`config.mk`:
```
export PLATFORM = sky130hd
export DESIGN_NAME = rbse_exec
export DESIGN_NICKNAME = d
export VERILOG_FILES = /design/src/rbse_pkg.sv /design/src/rbse_exec.sv
export SDC_FILE = /design/constraint.sdc
export NUM_CORES = 1
export LEC_CHECK = 0
export ABC_AREA = 0
export BUFFER_PORTS_ARGS = -buffer_cell sky130_fd_sc_hd__buf_2
export CORE_UTILIZATION = 45
export CTS_CLUSTER_DIAMETER = 200
export DETAILED_ROUTE_END_ITERATION = 8
export HOLD_SLACK_MARGIN = 0.05
export PLACE_DENSITY_LB_ADDON = 0.05
export SLEW_MARGIN = 10
export SYNTH_ARGS = -nofsm -noshare
export SYNTH_HDL_FRONTEND = slang
export SYNTH_SLANG_ARGS = --single-unit
```
`constraint.sdc`:
```
create_clock -name aclk -period 3.6 [get_ports aclk]
set_input_delay 0.72 -clock aclk [delete_from_list [all_inputs] [get_ports aclk]]
set_output_delay 0.72 -clock aclk [all_outputs]
set_load 0.05 [all_outputs]
```
`src/rbse_pkg.sv`:
```
// shared constants and types for the relative branch / bit set execution block
// assumes a 250 MHz core clock with four clocks forming one instruction cycle
`default_nettype none

package rbse_pkg;

	// ------------------------------------------------------------
	// register map (byte addresses, one aligned word each)
	// ------------------------------------------------------------
	localparam logic [7:0]  OFF_CTRL        = 8'h00;
	localparam logic [7:0]  OFF_BANK        = 8'h04;
	localparam logic [7:0]  OFF_STATUS      = 8'h08;
	localparam logic [7:0]  OFF_JUMPS       = 8'h0c;
	localparam logic        CTRL_EN_RST     = 1'b1;
	localparam logic [3:0]  BANK_RST        = 4'h0;
	localparam int unsigned CTRL_EN_BIT     = 0;
	localparam int unsigned STAT_PHASE_LSB  = 0;
	localparam int unsigned STAT_NOP_BIT    = 2;
	localparam int unsigned STAT_OP_LSB     = 4;
	localparam logic [1:0]  AXI_OKAY        = 2'b00;
	localparam logic [1:0]  AXI_SLVERR      = 2'b10;

	// ------------------------------------------------------------
	// instruction encodings and fields
	// ------------------------------------------------------------
	localparam logic [4:0]  JUMP_OPC        = 5'h1a;
	localparam logic [3:0]  BITSET_OPC      = 4'h8;
	localparam logic [7:0]  NZJUMP_OPC      = 8'he1;
	localparam int unsigned JUMP_OFF_W      = 11;
	localparam int unsigned SHORT_OFF_W     = 8;
	localparam int unsigned BIT_IDX_LSB     = 9;
	localparam int unsigned BANK_SEL_BIT    = 8;
	localparam logic [7:0]  ACCESS_SPLIT    = 8'h80;
	localparam logic [3:0]  ACCESS_LO_BANK  = 4'h0;
	localparam logic [3:0]  ACCESS_HI_BANK  = 4'hf;

	// ------------------------------------------------------------
	// types
	// ------------------------------------------------------------
	typedef enum logic [1:0] {
		Q1 = 2'b00,
		Q2 = 2'b01,
		Q3 = 2'b11,
		Q4 = 2'b10
	} rbse_phase_t;

	typedef enum logic [1:0] {
		OP_NONE   = 2'h0,
		OP_JUMP   = 2'h1,
		OP_BITSET = 2'h2,
		OP_NZJUMP = 2'h3
	} rbse_op_t;

	typedef struct packed {
		logic [11:0] addr;
		logic [7:0]  data;
	} rbse_rf_wr_t;

endpackage : rbse_pkg

`default_nettype wire

```
`src/rbse_exec.sv`:
```
// execution of relative jumps, bit set and the branch on non-zero result
// assumes fetch presents a word and its incremented pc, register file reads combinationally
// Behaviour
// [RULE1] upper five bits 11010 mark the unconditional jump with eleven offset bits
// [RULE2] the eleven-bit jump offset is signed, -1024 to 1023
// [RULE3] target is incremented pc plus twice the signed offset
// [RULE4] jump: one word, two cycles, pc written in Q4, second cycle idle
// [RULE5] top nibble 1000 marks bit set: bit index, bank bit, register address
// [RULE6] bit set forces the chosen bit to one, other bits and flags untouched
// [RULE7] bank bit 0 uses the fixed access bank, ignoring the bank pointer
// [RULE8] bank bit 1 takes the bank from the bank select pointer
// [RULE9] bit set: decode Q1, read Q2, modify Q3, write back Q4
// [RULE10] untaken non-zero branch finishes in one cycle without pc write
// [RULE11] a taken branch discards the prefetched word; extra cycle is a no-op
`default_nettype none

module rbse_exec #(
	parameter int unsigned PC_W = 21
) (
	input  wire logic                 aclk,
	input  wire logic                 aresetn,
	input  wire logic [7:0]           s_axi_awaddr,
	input  wire logic                 s_axi_awvalid,
	output logic                      s_axi_awready,
	input  wire logic [31:0]          s_axi_wdata,
	input  wire logic [3:0]           s_axi_wstrb,
	input  wire logic                 s_axi_wvalid,
	output logic                      s_axi_wready,
	output logic [1:0]                s_axi_bresp,
	output logic                      s_axi_bvalid,
	input  wire logic                 s_axi_bready,
	input  wire logic [7:0]           s_axi_araddr,
	input  wire logic                 s_axi_arvalid,
	output logic                      s_axi_arready,
	output logic [31:0]               s_axi_rdata,
	output logic [1:0]                s_axi_rresp,
	output logic                      s_axi_rvalid,
	input  wire logic                 s_axi_rready,
	input  wire logic [15:0]          instr_word,
	input  wire logic                 instr_valid,
	output logic                      instr_ready,
	input  wire logic [PC_W-1:0]      pc_in,
	input  wire logic                 result_zero,
	output logic                      rf_rd_en,
	output logic [11:0]               rf_rd_addr,
	input  wire logic [7:0]           rf_rd_data,
	output logic                      rf_wr_en,
	output rbse_pkg::rbse_rf_wr_t     rf_wr,
	output logic                      pc_wr_en,
	output logic [PC_W-1:0]           pc_wr_value,
	output logic                      prefetch_flush,
	output rbse_pkg::rbse_phase_t     phase
);
	import rbse_pkg::*;

	// ------------------------------------------------------------
	// decode helpers
	// ------------------------------------------------------------
	function automatic rbse_op_t classify(input logic [15:0] w);
		rbse_op_t op;
		op = OP_NONE;
		if (w[15:11] == JUMP_OPC) begin
			op = OP_JUMP; // [RULE1]
		end else if (w[15:12] == BITSET_OPC) begin
			op = OP_BITSET; // [RULE5]
		end else if (w[15:8] == NZJUMP_OPC) begin
			op = OP_NZJUMP;
		end
		return op;
	endfunction : classify

	function automatic logic [11:0] form_addr(input logic [15:0] w, input logic [3:0] bank);
		logic [3:0] b;
		b = bank; // [RULE8]
		if (!w[BANK_SEL_BIT]) begin
			b = (w[7:0] < ACCESS_SPLIT) ? ACCESS_LO_BANK : ACCESS_HI_BANK; // [RULE7]
		end
		return {b, w[7:0]};
	endfunction : form_addr

	// twice the signed offset, sign extended to the pc width
	function automatic logic [PC_W-1:0] rel_offset(input logic [15:0] w, input rbse_op_t op);
		logic signed [PC_W-1:0] o;
		o = '0;
		if (op == OP_JUMP) begin
			o = PC_W'($signed(w[JUMP_OFF_W-1:0])); // [RULE2]
		end else begin
			o = PC_W'($signed(w[SHORT_OFF_W-1:0]));
		end
		return PC_W'(o <<< 1);
	endfunction : rel_offset

	// ------------------------------------------------------------
	// state
	// ------------------------------------------------------------
	rbse_phase_t     phase_reg,    phase_next;
	rbse_op_t        op_reg,       op_next;
	logic [15:0]     word_reg,     word_next;
	logic [PC_W-1:0] base_reg,     base_next;
	logic [PC_W-1:0] target_reg,   target_next;
	logic [7:0]      data_reg,     data_next;
	logic            taken_reg,    taken_next;
	logic            nop_reg,      nop_next;
	logic            rd_en_reg,    rd_en_next;
	logic [11:0]     rd_addr_reg,  rd_addr_next;
	logic            wr_en_reg,    wr_en_next;
	rbse_rf_wr_t     wr_reg,       wr_next;
	logic            pcw_reg,      pcw_next;
	logic            flush_reg,    flush_next;
	logic            en_reg,       en_next;
	logic [3:0]      bank_reg,     bank_next;
	logic [31:0]     jumps_reg,    jumps_next;
	logic            aw_hold_reg,  aw_hold_next;
	logic [7:0]      aw_addr_reg,  aw_addr_next;
	logic            w_hold_reg,   w_hold_next;
	logic [31:0]     w_data_reg,   w_data_next;
	logic [3:0]      w_strb_reg,   w_strb_next;
	logic            bvalid_reg,   bvalid_next;
	logic [1:0]      bresp_reg,    bresp_next;
	logic            rvalid_reg,   rvalid_next;
	logic [31:0]     rdata_reg,    rdata_next;
	logic [1:0]      rresp_reg,    rresp_next;
	rbse_op_t        dec_op;

	assign instr_ready    = (phase_reg == Q1) && !nop_reg; // [RULE11]
	assign dec_op         = en_reg ? classify(instr_word) : OP_NONE;
	assign rf_rd_en       = rd_en_reg;
	assign rf_rd_addr     = rd_addr_reg;
	assign rf_wr_en       = wr_en_reg;
	assign rf_wr          = wr_reg;
	assign pc_wr_en       = pcw_reg;
	assign pc_wr_value    = target_reg;
	assign prefetch_flush = flush_reg;
	assign phase          = phase_reg;

	// ------------------------------------------------------------
	// quarter-cycle sequencing
	// ------------------------------------------------------------
	always_comb begin
		phase_next   = phase_reg;
		op_next      = op_reg;
		word_next    = word_reg;
		base_next    = base_reg;
		target_next  = target_reg;
		data_next    = data_reg;
		taken_next   = taken_reg;
		nop_next     = nop_reg;
		rd_en_next   = 1'b0;
		rd_addr_next = rd_addr_reg;
		wr_en_next   = 1'b0;
		wr_next      = wr_reg;
		pcw_next     = 1'b0;
		flush_next   = 1'b0;
		jumps_next   = jumps_reg;
		unique case (phase_reg)
			Q1: begin
				phase_next = Q2;
				op_next    = OP_NONE;
				// idle cycle after a taken branch takes no word
				if (instr_valid && instr_ready) begin
					op_next      = dec_op;
					word_next    = instr_word;
					base_next    = pc_in;
					rd_addr_next = form_addr(instr_word, bank_reg);
					rd_en_next   = (dec_op == OP_BITSET); // [RULE9]
				end
			end
			Q2: begin
				phase_next = Q3;
				if (op_reg == OP_BITSET) begin
					data_next = rf_rd_data; // [RULE9]
				end
			end
			Q3: begin
				phase_next  = Q4;
				data_next   = data_reg | (8'h01 << word_reg[BIT_IDX_LSB +: 3]); // [RULE6]
				target_next = base_reg + rel_offset(word_reg, op_reg); // [RULE3]
				taken_next  = (op_reg == OP_JUMP) ||
				              ((op_reg == OP_NZJUMP) && !result_zero); // [RULE10]
				wr_en_next  = (op_reg == OP_BITSET); // [RULE9]
				wr_next     = '{addr: rd_addr_reg, data: data_next};
				pcw_next    = taken_next; // [RULE4]
				flush_next  = taken_next; // [RULE11]
			end
			Q4: begin
				phase_next = Q1;
				nop_next   = taken_reg; // [RULE4]
				taken_next = 1'b0;
				op_next    = OP_NONE;
				if (taken_reg) begin
					jumps_next = jumps_reg + 32'h1;
				end
			end
		endcase
	end

	always_ff @(posedge aclk) begin
		if (!aresetn) begin
			phase_reg   <= Q1;
			op_reg      <= OP_NONE;
			word_reg    <= 16'h0;
			base_reg    <= '0;
			target_reg  <= '0;
			data_reg    <= 8'h0;
			taken_reg   <= 1'b0;
			nop_reg     <= 1'b0;
			rd_en_reg   <= 1'b0;
			rd_addr_reg <= 12'h0;
			wr_en_reg   <= 1'b0;
			wr_reg      <= '0;
			pcw_reg     <= 1'b0;
			flush_reg   <= 1'b0;
			jumps_reg   <= 32'h0;
		end else begin
			phase_reg   <= phase_next;
			op_reg      <= op_next;
			word_reg    <= word_next;
			base_reg    <= base_next;
			target_reg  <= target_next;
			data_reg    <= data_next;
			taken_reg   <= taken_next;
			nop_reg     <= nop_next;
			rd_en_reg   <= rd_en_next;
			rd_addr_reg <= rd_addr_next;
			wr_en_reg   <= wr_en_next;
			wr_reg      <= wr_next;
			pcw_reg     <= pcw_next;
			flush_reg   <= flush_next;
			jumps_reg   <= jumps_next;
		end
	end

	// ------------------------------------------------------------
	// axi4-lite slave
	// ------------------------------------------------------------
	assign s_axi_awready = !aw_hold_reg && !bvalid_reg;
	assign s_axi_wready  = !w_hold_reg && !bvalid_reg;
	assign s_axi_bvalid  = bvalid_reg;
	assign s_axi_bresp   = bresp_reg;
	assign s_axi_arready = !rvalid_reg;
	assign s_axi_rvalid  = rvalid_reg;
	assign s_axi_rdata   = rdata_reg;
	assign s_axi_rresp   = rresp_reg;

	always_comb begin
		aw_hold_next = aw_hold_reg;
		aw_addr_next = aw_addr_reg;
		w_hold_next  = w_hold_reg;
		w_data_next  = w_data_reg;
		w_strb_next  = w_strb_reg;
		bvalid_next  = bvalid_reg;
		bresp_next   = bresp_reg;
		rvalid_next  = rvalid_reg;
		rdata_next   = rdata_reg;
		rresp_next   = rresp_reg;
		en_next      = en_reg;
		bank_next    = bank_reg;
		if (s_axi_awvalid && s_axi_awready) begin
			aw_hold_next = 1'b1;
			aw_addr_next = s_axi_awaddr;
		end
		if (s_axi_wvalid && s_axi_wready) begin
			w_hold_next = 1'b1;
			w_data_next = s_axi_wdata;
			w_strb_next = s_axi_wstrb;
		end
		if (aw_hold_reg && w_hold_reg) begin
			aw_hold_next = 1'b0;
			w_hold_next  = 1'b0;
			bvalid_next  = 1'b1;
			bresp_next   = AXI_OKAY;
			// only the low byte lane carries writable bits
			unique case (aw_addr_reg)
				OFF_CTRL: begin
					if (w_strb_reg[0]) en_next = w_data_reg[CTRL_EN_BIT];
				end
				OFF_BANK: begin
					if (w_strb_reg[0]) bank_next = w_data_reg[3:0];
				end
				OFF_STATUS, OFF_JUMPS: begin
				end
				default: bresp_next = AXI_SLVERR;
			endcase
		end
		if (bvalid_reg && s_axi_bready) begin
			bvalid_next = 1'b0;
		end
		if (rvalid_reg && s_axi_rready) begin
			rvalid_next = 1'b0;
		end
		if (s_axi_arvalid && s_axi_arready) begin
			rvalid_next = 1'b1;
			rresp_next  = AXI_OKAY;
			rdata_next  = 32'h0;
			unique case (s_axi_araddr)
				OFF_CTRL:   rdata_next[CTRL_EN_BIT] = en_reg;
				OFF_BANK:   rdata_next[3:0] = bank_reg;
				OFF_STATUS: begin
					rdata_next[STAT_PHASE_LSB +: 2] = phase_reg;
					rdata_next[STAT_NOP_BIT]        = nop_reg;
					rdata_next[STAT_OP_LSB +: 2]    = op_reg;
				end
				OFF_JUMPS:  rdata_next = jumps_reg;
				default:    rresp_next = AXI_SLVERR;
			endcase
		end
	end

	always_ff @(posedge aclk) begin
		if (!aresetn) begin
			aw_hold_reg <= 1'b0;
			aw_addr_reg <= 8'h0;
			w_hold_reg  <= 1'b0;
			w_data_reg  <= 32'h0;
			w_strb_reg  <= 4'h0;
			bvalid_reg  <= 1'b0;
			bresp_reg   <= AXI_OKAY;
			rvalid_reg  <= 1'b0;
			rdata_reg   <= 32'h0;
			rresp_reg   <= AXI_OKAY;
			en_reg      <= CTRL_EN_RST;
			bank_reg    <= BANK_RST;
		end else begin
			aw_hold_reg <= aw_hold_next;
			aw_addr_reg <= aw_addr_next;
			w_hold_reg  <= w_hold_next;
			w_data_reg  <= w_data_next;
			w_strb_reg  <= w_strb_next;
			bvalid_reg  <= bvalid_next;
			bresp_reg   <= bresp_next;
			rvalid_reg  <= rvalid_next;
			rdata_reg   <= rdata_next;
			rresp_reg   <= rresp_next;
			en_reg      <= en_next;
			bank_reg    <= bank_next;
		end
	end

endmodule : rbse_exec

`default_nettype wire

```
==> impl_metrics.toml <==
[timing]
clock-skew-final_ns = 0.00688
layout_worst_path_cycle_share_pct = 82.3
maxClockFrequency_mhz = 338
worst_slew_pin_slew_ns = 1.13
setup_ws_ns = 0.637
final_max_slew_viol_count = 0
finalHoldViolCount = 0
grt_setup_unrepaired = "no"
finish_stage_setup_viols = 0
finalWorstPathRequiredPeriod_ns = 2.96
slew-limit-headroom_pct = 24.6
totalNegativeSetupSlack_ns = 0

[synthesis]
ys_seq_elements = 183
synthArstFlopShare_pct = 0
ys_seq_area_share_pct = 45.6
syn_area_um2 = 8040
synth_edf_count = 0
synth.avg_cell_area_um2 = 8.33
synth_flop_cell = "sky130_fd_sc_hd__dfxtp_1"
synth_top_area_share_pct = 45.6
yosys.cell_count.top_type = "sky130_fd_sc_hd__dfxtp_1"
count_of_unique_library_cells_instantiated_by_yosys = 62
yosys_warnings = 0
synthDominantAreaCellType = "sky130_fd_sc_hd__dfxtp_1"
syn_inst = 965
synth.top_cells.by_count = "183 x sky130_fd_sc_hd__dfxtp_1, 157 x sky130_fd_sc_hd__nand2_1, 118 x sky130_fd_sc_hd__nor2_1"
post_synth_main_area_contributors = "sky130_fd_sc_hd__dfxtp_1 46%, sky130_fd_sc_hd__nand2_1 7.3%, sky130_fd_sc_hd__a21oi_1 6.5%"

[clocking]
clkTransAtPathRegs_ns = 0.07
tritoncts_clock_tree = "built"
cts.htree.levels = 4
cts_hold_repair.buffers = 0
clk-insertion-delay-late_ns = 0.42
resized_after_cts = 0
cts-buffers-inserted = 17
clock_tree.buffer_depth = 2
clockRootBuffer = "sky130_fd_sc_hd__clkbuf_16"
numClockSinks = 183
cts_setup_buffers = 0

[global_route]
antenna_found_initial = 0
first_global_vias = 6492
first_pass_grt_wire_length_um = 32800
grt_remaining_overflow = 0
grt_use_total_pct = 22.8
largest_net_degree_at_the_start_of_global_routing = 55

[worst_setup_path]
slowest_stage = "sky130_fd_sc_hd__ha_1"
crit_path_max_fanout = 10
worstSetupStartpoint = "op_reg[0]"
startpoint_type = "register"
crit_type = "reg -> reg"
crit_path_end_kind = "register"
slowest_delay_ns = 0.45
critical_path.reg2reg.startpoint = "op_reg[0]"
critical_path.cell_chain = "nor2b_1, mux2i_1, inv_1, ha_1, a21o_1, a21oi_1, o211a_1, o21bai_1, a32o_1, a211o_1"
required_ns = 3.91
worst_ep_arrival_time_ns = 3.27

[floorplan]
die_width_um = 136
die_area_um2 = 18400
die-height_um = 136
placeable_core_region_um2 = 17400
initial_core_util_pct = 46.3
rows = 48
ioPinCount = 207

[power_and_ir_drop]
p_comb_share_pct = 9.6
leakage_nw = 4.09
share_clk_of_total_power_pct = 42.8
ir_worst_vdd_v = 0.000359
power.switching_mw = 1.14
p_per_area_nw_per_um2 = 464
intPower_mw = 3.30
netSwitchingFraction_pct = 25.8
power.sequential.fraction_pct = 47.6

[cells_and_area]
drive_above_1_share_pct = 20.7
layout.nets = 1233
antennaDiodeCount = 0
syn2layout_area_growth_pct = 19.1

[drt]
drt_first_iter_violations = 356
antenna_left = 0
avgRoutedWirePerCell_um = 15.4
detailedRoute.firstPassIterationCount = 5
viasPerCell = 5.27
post-route-drc-count = 0
drt-total-wl_um = 20700
count_of_vias_placed_by_the_detailed_router = 7078

[placement]
port_buffers = 173
dp.final_hpwl_um = 14700
finalWeightedCongestion = 0.854
pre_cts_ws_ns = 0.681

[outcome]
run_status = "complete, no violations"

[job]
total_of_max_cap_violations = 0

[worst_hold_path]
timing.hold.worst.class = "reg -> reg"
holdCritStartpoint = "pc_wr_value[8]"
[cells by family (layout without fill, tap and decap cells)]
group	after synthesis	count (layout)	synth area share (%)
other	1	2	0.0466
DFF	183	183	45.6
AOI/OAI and AO/OA	223	223	17.1
buffers and inverters	84	235	4.56
muxes	20	20	2.71
adders and majority gates	22	22	3.52
and+or+nand+nor	399	399	22.9
xor gates and xnor gates	33	33	3.59
[routing by layer]
layer	global-route usage, %	vias to the layer above	wire length (µm)
met5	0	-	0
met2	38.2	160	9910
met1	29.2	3276	9500
met4	6.43	0	242
met3	4.83	18	1000
li1	-	3624	-
[worst max-delay path: cells and delay by family (launching register included)]
family / cells / cell delay [ns]
fa+ha+maj: 1 / 0.45
flops: 1 / 0.40
simple gates: 1 / 0.24
buf+inv: 1 / 0.26
mux: 1 / 0.31
compound gates: 6 / 1.18
[layout make-up]
cell class              instances  area [µm²]
multi-input cells             699        4020
repair buffers                182         933
clock inverters                14         174
inverters                      22        85.1
fillers                      1675        7780
flip-flops and latches        183        3660
well taps                     225         282
clock buffers                  17         425
[placed cells by master, fill, tap and decap left out, drive strengths merged, types with 8 or more instances in the layout]
cell type and n:
a211oi 14, a21oi 104, a22oi 30, a31oi 10
and2 9, and4 9, buf 182, clkbuf 17
dfxtp 183, ha 21, inv 25, mux2i 15
nand2 157, nand3 33, nand4 11, nor2 118
nor2b 8, nor3 16, o21ai 25, xor2 26
[stage by stage]
step | std cells | util (%) | instance area, µm² | hold WS (ns) | power (mW)
floorplan | 966 | - | 8050 | 0.432 | 2.46
global placement | 1311 | 51.7 | 8980 | 0.438 | 2.59
detailed placement | 1311 | 51.7 | 8980 | 0.443 | 2.59
CTS | 1342 | 55.2 | 9580 | 0.452 | 4.50
global route | 1342 | 55.2 | 9580 | 0.461 | 4.62
finish | 1342 | 55.2 | 9580 | 0.448 | 4.45
[power by group through the flow]
stage	logic [mW]	clock network (mW)	registers [mW]
CTS	0.432	1.95	2.12
detailed placement	0.429	0	2.16
finish	0.429	1.90	2.12
global route	0.470	2.03	2.12
global placement	0.428	0	2.16
floorplan	0.263	0	2.20
[worst paths after layout]
path                                        end  slack, ns  cells after the start
worst max register to register  pc_wr_value[20]       0.64                     10
worst min register to register   pc_wr_value[8]       0.45                      2
worst min-delay path             pc_wr_value[8]       0.45                      2
worst max-delay path            pc_wr_value[20]       0.64                     10
Note: power is estimated with default switching activity, not from simulation.
